**config.mk**
```make
export PLATFORM = sky130hd
export DESIGN_NAME = acr_regs
export DESIGN_NICKNAME = d
export VERILOG_FILES = /design/src/verilog/acr_pkg.sv /design/src/verilog/acr_rdiv.sv /design/src/verilog/acr_regs.sv /design/src/verilog/acr_sync.sv
export SDC_FILE = /design/constraint.sdc
export NUM_CORES = 1
export LEC_CHECK = 0
export BUFFER_PORTS_ARGS = -buffer_cell sky130_fd_sc_hd__buf_2
export CORE_MARGIN = 2
export CORE_UTILIZATION = 54
export CTS_CLUSTER_DIAMETER = 120
export CTS_CLUSTER_SIZE = 12
export DETAILED_ROUTE_END_ITERATION = 10
export PLACE_DENSITY = 0.82
export RECOVER_POWER = 100
export SYNTH_ARGS = -nofsm -noshare
export SYNTH_HDL_FRONTEND = slang
export SYNTH_SLANG_ARGS = --single-unit
export TNS_END_PERCENT = 50
```
**constraint.sdc**
```tcl
create_clock -name clk_sys_i -period 3.9 [get_ports clk_sys_i]
set_clock_uncertainty 0.2 [all_clocks]
set_input_delay 0.195 -clock clk_sys_i [delete_from_list [all_inputs] [get_ports clk_sys_i]]
set_output_delay 0.195 -clock clk_sys_i [all_outputs]
set_load 0.02 [all_outputs]
```
**src/verilog/acr_pkg.sv**
```systemverilog
// Constants and types shared by the ADC mode and output configuration registers
package acr_pkg;

  // Register addresses as seen in the serial command byte
  localparam logic [6:0] ACR_ADDR_MODE = 7'h00;
  localparam logic [6:0] ACR_ADDR_CHAN = 7'h01;
  localparam logic [6:0] ACR_ADDR_RATE = 7'h02;
  localparam logic [6:0] ACR_ADDR_SDO = 7'h04;
  localparam logic [6:0] ACR_ADDR_RAND = 7'h07;

  // Power-on values, factory bits included
  localparam logic [7:0] ACR_RST_MODE = 8'h24;
  localparam logic [7:0] ACR_RST_CHAN = 8'h0f;
  localparam logic [7:0] ACR_RST_RATE = 8'h00;
  localparam logic [7:0] ACR_RST_SDO = 8'h9f;
  localparam logic [7:0] ACR_RST_RAND = 8'h62;
  localparam logic [7:0] ACR_RD_NONE = 8'h00;

  // Mode register, lower nibble positions (upper nibble mirrors them)
  localparam int ACR_MODE_OFF_B = 0;
  localparam int ACR_MODE_LSB_B = 1;
  localparam int ACR_MODE_RUN_B = 2;
  localparam int ACR_MODE_IDLE_B = 3;

  // Field positions of the other registers
  localparam int ACR_IND_EN_B = 7;
  localparam int ACR_CHAN_LSB = 3;
  localparam int ACR_DRATE_LSB = 4;
  localparam int ACR_CRATE_LSB = 0;
  localparam int ACR_SDO_EDGE_B = 7;
  localparam int ACR_FRAME_INV_B = 7;
  localparam int ACR_CAL_DLY_B = 6;
  localparam int ACR_RAND_EN_B = 0;

  // Rate and channel codes
  localparam logic [3:0] ACR_DIV_MAX = 4'h9;
  localparam logic [3:0] ACR_ZERO_MIN = 4'hd;
  localparam logic [3:0] ACR_CLK_FULL = 4'hf;
  localparam logic [3:0] ACR_CODE_NONE = 4'h0;
  localparam logic [2:0] ACR_CHAN_EIGHT = 3'h0;
  localparam logic [3:0] ACR_EIGHT_INPUTS = 4'h8;

  // Serial frame layout: command byte then data byte
  localparam int ACR_SPI_RW_B = 7;
  localparam logic [4:0] ACR_CMD_BITS = 5'h08;
  localparam logic [4:0] ACR_FRAME_BITS = 5'h10;
  localparam logic [3:0] ACR_BYTE_BITS = 4'h8;

  // Calibration start delay: one step per code unit plus one
  localparam int ACR_CLK_PERIOD_NS = 50;
  localparam int ACR_CAL_STEP_NS = 400;
  localparam logic [11:0] ACR_CAL_STEP_CYC =
    12'((ACR_CAL_STEP_NS + ACR_CLK_PERIOD_NS - 1) / ACR_CLK_PERIOD_NS);

  // Calibration launch sequencer
  typedef enum logic [1:0]
  {
    ACR_CAL_IDLE = 2'b00,
    ACR_CAL_WAIT = 2'b01,
    ACR_CAL_FIRE = 2'b11
  } acr_cal_st_t;

endpackage : acr_pkg

```
**src/verilog/acr_rdiv.sv**
```systemverilog
// Power-of-two event divider: one tick every 2**code events
`timescale 1ns/10ps
`default_nettype none
module acr_rdiv (
  // Clock, reset, enable
  input wire logic clk_sys_i,
  input wire logic rst_i,
  input wire logic ce_i,
  // Events and divide code 0..9
  input wire logic evt_i,
  input wire logic [3:0] code_i,
  output logic tick_o
);

  logic [8:0] cnt_q; // Events seen since last tick
  logic [8:0] mask; // Terminal count, 2**code - 1

  // Terminal count from the code
  always_comb
  begin
    mask = 9'((10'h001 << code_i) - 10'h001);
    // At or past the terminal count: a code lowered mid-count must not wait for the 9-bit wrap
    tick_o = evt_i && (cnt_q >= mask);
  end

  // Count events, wrap on tick
  always_ff @(posedge clk_sys_i)
  begin
    if (rst_i)
      cnt_q <= '0;
    else if (ce_i && evt_i)
    begin
      if (tick_o)
        cnt_q <= '0;
      else
        cnt_q <= cnt_q + 9'h001;
    end
  end

endmodule : acr_rdiv
`default_nettype wire

```
**src/verilog/acr_regs.sv**
```systemverilog
// Mode, channel, output rate and serial timing registers of a pipelined ADC
`timescale 1ns/10ps
`default_nettype none
module acr_regs
  import acr_pkg::*;
(
  // Clock, reset, enable
  input wire logic clk_sys_i,
  input wire logic rst_i,
  input wire logic ce_i,
  // Serial port pins
  input wire logic spi_sclk_i,
  input wire logic spi_cs_n_i,
  input wire logic spi_sdi_i,
  output logic spi_sdo_o,
  output logic spi_sdo_oe_n_o,
  // Converter samples
  input wire logic [15:0] adc_data_i,
  input wire logic adc_valid_i,
  // Settings held elsewhere
  input wire logic [7:0] cal_delay_count_i,
  input wire logic pll_en_i,
  input wire logic dll_en_i,
  // Power and restart state
  output logic ref_clk_on_o,
  output logic core_on_o,
  output logic restart_o,
  output logic clk_dist_on_o,
  // Calibration launch pulses
  output logic cal_start_o,
  output logic pll_cal_start_o,
  output logic dll_reset_o,
  // Channel selection
  output logic [3:0] channel_count_o,
  // Output data and clocks
  output logic [15:0] data_out_o,
  output logic data_valid_o,
  output logic output_data_clock_o,
  output logic frame_clock_o
);

  // Register storage
  logic [7:0] mode_q; // Power and bit order
  logic [7:0] chan_q; // Channel count
  logic [7:0] rate_q; // Output rates
  logic [7:0] sdo_q; // Serial-out timing
  logic [7:0] rand_q; // Randomizer and frame clock

  // Decoded controls
  logic power_off; // Shutdown
  logic lsb_first; // Serial bit order
  logic run_n; // Restart held when low
  logic idle; // Standby
  logic serial_out_edge; // 1: launch on falling edge
  logic independent_divider_en;
  logic [2:0] channel_count;
  logic [3:0] data_rate_div;
  logic [3:0] clock_rate_div;
  logic frame_clk_invert;
  logic cal_delay_en;
  logic rand_en;

  // Only the lower nibble is decoded; its mirror is storage only
  always_comb
  begin
    power_off = mode_q[ACR_MODE_OFF_B];
    lsb_first = mode_q[ACR_MODE_LSB_B];
    run_n = mode_q[ACR_MODE_RUN_B];
    idle = mode_q[ACR_MODE_IDLE_B];
    independent_divider_en = chan_q[ACR_IND_EN_B];
    channel_count = chan_q[ACR_CHAN_LSB +: 3];
    data_rate_div = rate_q[ACR_DRATE_LSB +: 4];
    clock_rate_div = rate_q[ACR_CRATE_LSB +: 4];
    serial_out_edge = sdo_q[ACR_SDO_EDGE_B];
    frame_clk_invert = rand_q[ACR_FRAME_INV_B];
    cal_delay_en = rand_q[ACR_CAL_DLY_B];
    rand_en = rand_q[ACR_RAND_EN_B];
  end

  // Serial pins into the system clock domain
  logic [2:0] pins_s; // {sclk, cs_n, sdi} after two flops
  acr_sync #(.W(3)) u_pin_sync (
    .clk_sys_i(clk_sys_i),
    .rst_i(rst_i),
    .ce_i(ce_i),
    .async_i({spi_sclk_i, spi_cs_n_i, spi_sdi_i}),
    .sync_o(pins_s)
  );

  logic sclk_prev_q; // Previous synced clock for edges
  logic sclk_rise;
  logic sclk_fall;
  logic sel; // Chip selected

  // Edges are taken from the second stage only
  always_comb
  begin
    sel = !pins_s[1];
    sclk_rise = sel && pins_s[2] && !sclk_prev_q;
    sclk_fall = sel && !pins_s[2] && sclk_prev_q;
  end

  // Serial receive state
  logic [4:0] bit_cnt_q; // Rising edges in this frame
  logic [7:0] shift_q; // Receive shifter
  logic [7:0] shift_d;
  logic rd_q; // Frame is a read
  logic [6:0] addr_q; // Target register
  logic [7:0] tx_q; // Read data being sent
  logic [3:0] tx_cnt_q; // Bits already launched
  logic [7:0] rdata; // Read mux
  logic wr_en; // Data byte complete on a write
  logic hdr_done; // Command byte complete
  logic launch; // Drive next read bit

  // New shifter value per bit order; LSB first fills from the top
  always_comb
  begin
    if (lsb_first)
      shift_d = {pins_s[0], shift_q[7:1]};
    else
      shift_d = {shift_q[6:0], pins_s[0]};
    hdr_done = sclk_rise && (bit_cnt_q == ACR_CMD_BITS - 5'h01);
    wr_en = sclk_rise && !rd_q && (bit_cnt_q == ACR_FRAME_BITS - 5'h01);
  end

  // Read mux; unmapped addresses read zero
  always_comb
  begin
    unique case (shift_d[6:0])
      ACR_ADDR_MODE: rdata = mode_q;
      ACR_ADDR_CHAN: rdata = chan_q;
      ACR_ADDR_RATE: rdata = rate_q;
      ACR_ADDR_SDO: rdata = sdo_q;
      ACR_ADDR_RAND: rdata = rand_q;
      default: rdata = ACR_RD_NONE;
    endcase
  end

  // Launch on the falling edge by default, else on rising edges past the header
  always_comb
  begin
    launch = rd_q && (tx_cnt_q < ACR_BYTE_BITS) && (bit_cnt_q >= ACR_CMD_BITS) &&
      (serial_out_edge ? sclk_fall : sclk_rise);
  end

  // Frame counting and command capture; deselect aborts a partial frame
  always_ff @(posedge clk_sys_i)
  begin
    if (rst_i)
    begin
      sclk_prev_q <= 1'b0;
      bit_cnt_q <= '0;
      shift_q <= '0;
      rd_q <= 1'b0;
      addr_q <= '0;
    end
    else if (ce_i)
    begin
      sclk_prev_q <= pins_s[2];
      if (!sel)
      begin
        bit_cnt_q <= '0;
        rd_q <= 1'b0;
      end
      else if (sclk_rise)
      begin
        shift_q <= shift_d;
        if (bit_cnt_q < ACR_FRAME_BITS)
          bit_cnt_q <= bit_cnt_q + 5'h01;
        if (hdr_done)
        begin
          rd_q <= shift_d[ACR_SPI_RW_B];
          addr_q <= shift_d[6:0];
        end
      end
    end
  end

  // Read data launch and pin enable; the bit index follows the bit order
  always_ff @(posedge clk_sys_i)
  begin
    if (rst_i)
    begin
      tx_q <= '0;
      tx_cnt_q <= '0;
      spi_sdo_o <= 1'b0;
      spi_sdo_oe_n_o <= 1'b1;
    end
    else if (ce_i)
    begin
      if (!sel)
      begin
        tx_cnt_q <= '0;
        spi_sdo_oe_n_o <= 1'b1;
      end
      else if (hdr_done && shift_d[ACR_SPI_RW_B])
      begin
        tx_q <= rdata;
        spi_sdo_oe_n_o <= 1'b0;
        // Rising-edge mode drives the first bit on the header's last edge
        if (!serial_out_edge)
        begin
          spi_sdo_o <= lsb_first ? rdata[0] : rdata[7];
          tx_cnt_q <= 4'h1;
        end
      end
      else if (launch)
      begin
        spi_sdo_o <= lsb_first ? tx_q[tx_cnt_q[2:0]] : tx_q[3'h7 - tx_cnt_q[2:0]];
        tx_cnt_q <= tx_cnt_q + 4'h1;
      end
    end
  end

  // Register writes; power modes never touch the stored values
  always_ff @(posedge clk_sys_i)
  begin
    if (rst_i)
    begin
      mode_q <= ACR_RST_MODE;
      chan_q <= ACR_RST_CHAN;
      rate_q <= ACR_RST_RATE;
      sdo_q <= ACR_RST_SDO;
      rand_q <= ACR_RST_RAND;
    end
    else if (ce_i && wr_en)
    begin
      // Factory bits are stored as written; keeping them is the host's job
      unique case (addr_q)
        ACR_ADDR_MODE: mode_q <= shift_d;
        ACR_ADDR_CHAN: chan_q <= shift_d;
        ACR_ADDR_RATE: rate_q <= shift_d;
        ACR_ADDR_SDO: sdo_q <= shift_d;
        ACR_ADDR_RAND: rand_q <= shift_d;
        default: ; // Unmapped writes are dropped
      endcase
    end
  end

  // Power state outputs
  always_ff @(posedge clk_sys_i)
  begin
    if (rst_i)
    begin
      ref_clk_on_o <= 1'b0;
      core_on_o <= 1'b0;
      restart_o <= 1'b0;
      clk_dist_on_o <= 1'b0;
      channel_count_o <= {1'b0, ACR_RST_CHAN[ACR_CHAN_LSB +: 3]};
    end
    else if (ce_i)
    begin
      ref_clk_on_o <= !power_off;
      core_on_o <= !power_off && !idle;
      restart_o <= !run_n;
      clk_dist_on_o <= !power_off && run_n;
      channel_count_o <= (channel_count == ACR_CHAN_EIGHT) ? ACR_EIGHT_INPUTS
        : {1'b0, channel_count};
    end
  end

  // Calibration launch after restart release
  acr_cal_st_t cal_st_q;
  logic run_prev_q; // Restart bit one cycle ago
  logic [11:0] wait_q; // Remaining delay cycles
  logic [11:0] wait_load; // Delay for the current setting

  // Delay grows linearly with the setting
  always_comb
  begin
    wait_load = 12'(({4'h0, cal_delay_count_i} + 12'h001) * ACR_CAL_STEP_CYC);
  end

  // Sequencer; a new restart aborts a pending launch
  always_ff @(posedge clk_sys_i)
  begin
    if (rst_i)
    begin
      cal_st_q <= ACR_CAL_IDLE;
      run_prev_q <= 1'b1;
      wait_q <= '0;
      cal_start_o <= 1'b0;
      pll_cal_start_o <= 1'b0;
      dll_reset_o <= 1'b0;
    end
    else if (ce_i)
    begin
      run_prev_q <= run_n;
      cal_start_o <= 1'b0;
      pll_cal_start_o <= 1'b0;
      dll_reset_o <= 1'b0;
      if (!run_n)
        cal_st_q <= ACR_CAL_IDLE;
      else
      begin
        unique case (cal_st_q)
          ACR_CAL_IDLE:
          begin
            if (!run_prev_q)
            begin
              wait_q <= wait_load;
              cal_st_q <= cal_delay_en ? ACR_CAL_WAIT : ACR_CAL_FIRE;
            end
          end
          ACR_CAL_WAIT:
          begin
            if (wait_q <= 12'h001)
              cal_st_q <= ACR_CAL_FIRE;
            else
              wait_q <= wait_q - 12'h001;
          end
          ACR_CAL_FIRE:
          begin
            cal_start_o <= 1'b1;
            pll_cal_start_o <= pll_en_i;
            dll_reset_o <= dll_en_i;
            cal_st_q <= ACR_CAL_IDLE;
          end
          default: cal_st_q <= ACR_CAL_IDLE;
        endcase
      end
    end
  end

  // Output rate selection
  logic adc_run; // Converter producing words
  logic sample_evt;
  logic data_zero; // Forced all-zero codes
  logic data_ok; // Code is a divider or zero code
  logic [3:0] data_code;
  logic clk_on;
  logic [3:0] clk_code;
  logic data_tick;
  logic clk_tick;

  // Clock follows data rate unless the independent divider is on
  always_comb
  begin
    adc_run = !power_off && !idle && run_n;
    sample_evt = adc_valid_i && adc_run;
    data_zero = data_rate_div >= ACR_ZERO_MIN;
    data_ok = (data_rate_div <= ACR_DIV_MAX) || data_zero;
    data_code = (data_rate_div <= ACR_DIV_MAX) ? data_rate_div : ACR_CODE_NONE;
    if (independent_divider_en)
    begin
      clk_on = (clock_rate_div != ACR_CODE_NONE) &&
        ((clock_rate_div <= ACR_DIV_MAX) || (clock_rate_div == ACR_CLK_FULL));
      clk_code = (clock_rate_div == ACR_CLK_FULL) ? ACR_CODE_NONE : clock_rate_div;
    end
    else
    begin
      clk_on = data_ok;
      clk_code = data_code;
    end
  end

  acr_rdiv u_data_div (
    .clk_sys_i(clk_sys_i),
    .rst_i(rst_i),
    .ce_i(ce_i),
    .evt_i(sample_evt),
    .code_i(data_code),
    .tick_o(data_tick)
  );

  acr_rdiv u_clk_div (
    .clk_sys_i(clk_sys_i),
    .rst_i(rst_i),
    .ce_i(ce_i),
    .evt_i(sample_evt),
    .code_i(clk_code),
    .tick_o(clk_tick)
  );

  logic frame_base_q; // Uninverted frame clock

  // Output words; test codes leave the output unchanged and silent
  always_ff @(posedge clk_sys_i)
  begin
    if (rst_i)
    begin
      data_out_o <= '0;
      data_valid_o <= 1'b0;
      frame_base_q <= 1'b0;
      frame_clock_o <= 1'b0;
      output_data_clock_o <= 1'b0;
    end
    else if (ce_i)
    begin
      data_valid_o <= data_tick && data_ok;
      if (data_tick && data_ok)
      begin
        frame_base_q <= !frame_base_q;
        frame_clock_o <= !frame_base_q ^ frame_clk_invert;
        if (data_zero)
          data_out_o <= '0;
        else if (rand_en)
          data_out_o <= {adc_data_i[15:1] ^ {15{adc_data_i[0]}}, adc_data_i[0]};
        else
          data_out_o <= adc_data_i;
      end
      else
        frame_clock_o <= frame_base_q ^ frame_clk_invert;
      // Clock pin parks low when no clock is selected or the core is stopped
      if (!clk_on || !adc_run)
        output_data_clock_o <= 1'b0;
      else if (clk_tick)
        output_data_clock_o <= !output_data_clock_o;
    end
  end

endmodule : acr_regs
`default_nettype wire

```
**src/verilog/acr_sync.sv**
```systemverilog
// Two-stage synchroniser for a group of pin inputs
`timescale 1ns/10ps
`default_nettype none
module acr_sync #(
  parameter int W = 1
) (
  // Clock, reset, enable
  input wire logic clk_sys_i,
  input wire logic rst_i,
  input wire logic ce_i,
  // Asynchronous in, synchronous out
  input wire logic [W-1:0] async_i,
  output logic [W-1:0] sync_o
);

  logic [W-1:0] meta_q; // First stage, read only by the second

  // Both stages clear on reset; chip select briefly reads selected, harmless while the clock pin idles low
  always_ff @(posedge clk_sys_i)
  begin
    if (rst_i)
    begin
      meta_q <= '0;
      sync_o <= '0;
    end
    else if (ce_i)
    begin
      meta_q <= async_i;
      sync_o <= meta_q;
    end
  end

endmodule : acr_sync
`default_nettype wire
```
==> out/metrics.yaml <==
clocking:
  path_clk_slew_ns: 0.06
  cts_buffers: 17
  root_buffer: "clkbuf_16"
  clk_path_buf_depth: 2
  clk_latency_ns: 0.42
  cts_tree: "built"
  h-tree-depth: 4
  post_cts_buffers: 0
  cts.sinks: 146
global_route:
  grt_max_degree: 101
  grt_antenna_before_repair: 0
  grt_pass1_vias: 6671
  grt.total_usage: 0.252
  grt_pass1_wl_um: 32400
  overflow: 0
critical_path:
  timing.rr.start: "rate_q[3]"
  crit_start: "rate_q[3]"
  worstPathRequired_ns: 4.02
  cp.arrival_ns: 3.81
  crit_slowest_cell: "dfxtp_1"
  crit_path_start_kind: "flip-flop"
  crit_buf_inv: 0
  critPathTopFamily: "simple AND/OR/NAND/NOR gates"
  cp_cell_sequence: "nand4_1 -> and2_1 -> a22oi_1 -> nand3b_1 -> ha_2 -> nor2_1 -> mux2i_1 -> o22a_1 -> ha_1 -> and4_1 -> nand2_1 -> o31a_1 -> or3_1 -> a221oi_1"
  worstSetupPathType: "reg -> reg"
  slowest_delay_ns: 0.45
  end_kind: "flip-flop"
  crit_path_max_fanout: 10
yosys:
  yosysUniqueCellTypes: 79
  synth_area_leaders: "dfxtp_1, nor2_1, ha_1, mux2i_1, nand2_1"
  syn-instance-count: 935
  synth_top_area_frac: 0.372
  ys_ff_latch: 146
  yosysSeqAreaShare: 0.372
  yosys.area.top_type: "dfxtp_1"
  synth_area_um2: 7850
  yosysMostFrequentCell: "dfxtp_1"
  syn-num-nets: 997
  synthArstFlopShare: 0
  yosysWarnings: 0
  synthTopCellsByCount: "dfxtp_1, nor2_1, nand2_1"
  ys.flop_type: "dfxtp_1"
  avgSynthCellArea_um2: 8.40
  synth_edf_count: 0
routing:
  via_per_inst: 5.86
  drt_wl_total_um: 19200
  routedWlPerCell_um: 16.0
  drt_iter0_drc: 509
  drc: 0
  ant_nets: 0
  via_count: 7020
  first_pass_iters: 4
cells_and_area:
  regArea_um2: 2930
  num_antenna_cells: 0
  nets: 1065
  fill_cells: 1198
  areaGrowthSynthToFinish_pct: 14.4
  layout.cells.non_filler: 1197
  drive_above_1_share: 0.105
  multiInputGateArea_um2: 4550
sta:
  tns_ns: 0
  min_period_ns: 3.68
  slew_headroom: 0.189
  clock.fmax_ghz: 0.271
  holdWs_ns: 0.0292
  tightestPinTransition_ns: 1.22
  min_period_over_period: 0.945
  hold_viol: 0
  fin_ws_ns: 0.216
  final_max_slew_viol_count: 0
  setup_violations: 0
die:
  start_util: 0.547
  core_um2: 14400
  die_h_um: 125
  ios: 65
  die_area_um2: 15500
  die_x_um: 125
  fp-row-count: 44
min_path:
  hold_class: "in -> reg"
  hold_path_startpoint: "cal_delay_count_i[5]"
power:
  p_leak_uw: 0.00343
  peakVddDrop_uv: 316
  finalPower_uw: 3380
  powerDensity_nw_per_um2: 376
placement:
  dp_slack_ns: 0.129
  hpwl_um: 12700
  place.gp.congestion: 0.903
  port_buffers: 64
  post-place-cells: 1144
outcome:
  outcome: "finished clean"
job:
  drv_cap: 0
[power breakdown]
part	switching (µW)	internal, µW
clock network	618	960
logic	161	99.8
registers	21.1	1520
[flip-flops by register name, indices dropped and copies added, names as in the netlist, 3 cells and up]
register	flops
rand_q	8
u_pin_sync.sync_o	3
wait_q	12
u_data_div.cnt_q	9
sdo_q	8
data_out_o	16
u_pin_sync.meta_q	3
rate_q	8
tx_cnt_q	4
bit_cnt_q	5
u_clk_div.cnt_q	9
channel_count_o	4
tx_q	8
shift_q	8
chan_q	8
addr_q	7
mode_q	8
[cells by family after synthesis]
kind of cell,synth area share
mux,0.0636
compound gates,0.197
simple gates,0.236
fa+ha+maj,0.0462
xor+xnor,0.0446
buf+inv,0.0411
flops,0.372
[worst paths after layout]
kind,slack [ns],cells after the start,end
worst max-delay path,0.22,14,output_data_clock_o
worst min-delay path,0.03,4,wait_q[8]
worst min register to register,0.27,1,sdo_q[0]
worst max register to register,0.22,14,output_data_clock_o
[routing by layer]
| layer | part of all wire | global-route usage | routed length, µm | up-vias |
|---|---|---|---|---|
| met5 | 0 | 0 | 0 | - |
| li1 | - | - | - | 3469 |
| met2 | 0.47 | 0.402 | 8990 | 202 |
| met4 | 0.036 | 0.113 | 685 | 0 |
| met1 | 0.45 | 0.328 | 8610 | 3290 |
| met3 | 0.045 | 0.0533 | 866 | 59 |
[placed cells by master (no fill, tap or decap), types with 4 or more instances in the layout]
| master | synthesis | layout |
|---|---|---|
| xor2_1 | 20 | 20 |
| clkbuf_1 | 30 | 39 |
| xnor2_1 | 20 | 20 |
| buf_4 | 2 | 14 |
| nand4_1 | 10 | 10 |
| nand3b_1 | 5 | 5 |
| ha_1 | 29 | 28 |
| nor2_1 | 144 | 144 |
| o2111a_1 | 5 | 5 |
| a21o_1 | 9 | 9 |
| o21a_1 | 4 | 4 |
| a211oi_1 | 29 | 29 |
| buf_2 | 18 | 30 |
| dfxtp_1 | 146 | 143 |
| nand2b_1 | 9 | 9 |
| mux2i_1 | 33 | 34 |
| nor4_1 | 4 | 4 |
| clkinv_2 | 0 | 4 |
| a21oi_1 | 51 | 52 |
| dlygate4sd3_1 | 0 | 24 |
| nand2_1 | 79 | 79 |
| nor3_1 | 7 | 11 |
| a211o_1 | 16 | 16 |
| nor2b_1 | 29 | 29 |
| a32oi_1 | 7 | 7 |
| or3_1 | 8 | 8 |
| a31oi_1 | 7 | 7 |
| inv_1 | 16 | 16 |
| mux4_2 | 4 | 4 |
| a22oi_1 | 12 | 12 |
| nand3_1 | 28 | 28 |
| clkbuf_16 | 0 | 17 |
| mux2_2 | 5 | 4 |
| o21ai_0 | 55 | 56 |
| and3_1 | 13 | 13 |
[through the flow]
step,instance area [µm²],utilization
2_1_floorplan,7850,-
3_3_place_gp,8300,0.577
3_5_place_dp,8300,0.577
4_1_cts,9100,0.634
5_1_grt,8990,0.625
6_report,8990,0.625
[final cells by class]
class                           count  area share
Inverter                           17     0.00710
Sequential cell                   146       0.326
Tap cell                          184      0.0256
Timing Repair Buffer              108      0.0720
Multi-Input combinational cell    713       0.507
Clock buffer                       19      0.0504
Clock inverter                     10      0.0125
[worst register-to-register path, cell delays in order, from the launching register on]
cell and delay (ns):
dfxtp_1 0.45, nand4_1 0.15, and2_1 0.21, a22oi_1 0.29, nand3b_1 0.15, ha_2 0.26
nor2_1 0.11, mux2i_1 0.07, o22a_1 0.20, ha_1 0.28, and4_1 0.19, nand2_1 0.06
o31a_1 0.36, or3_1 0.34, a221oi_1 0.26
[what timing repair did]
item | 4_1_cts | 5_1_grt
setup endpoints to repair | 0 | 9
hold buffers | 24 | 0
endpoints found under the hold margin | 26 | 0
gates resized for setup | 0 | 5
Power figures use the tool's default switching activity.
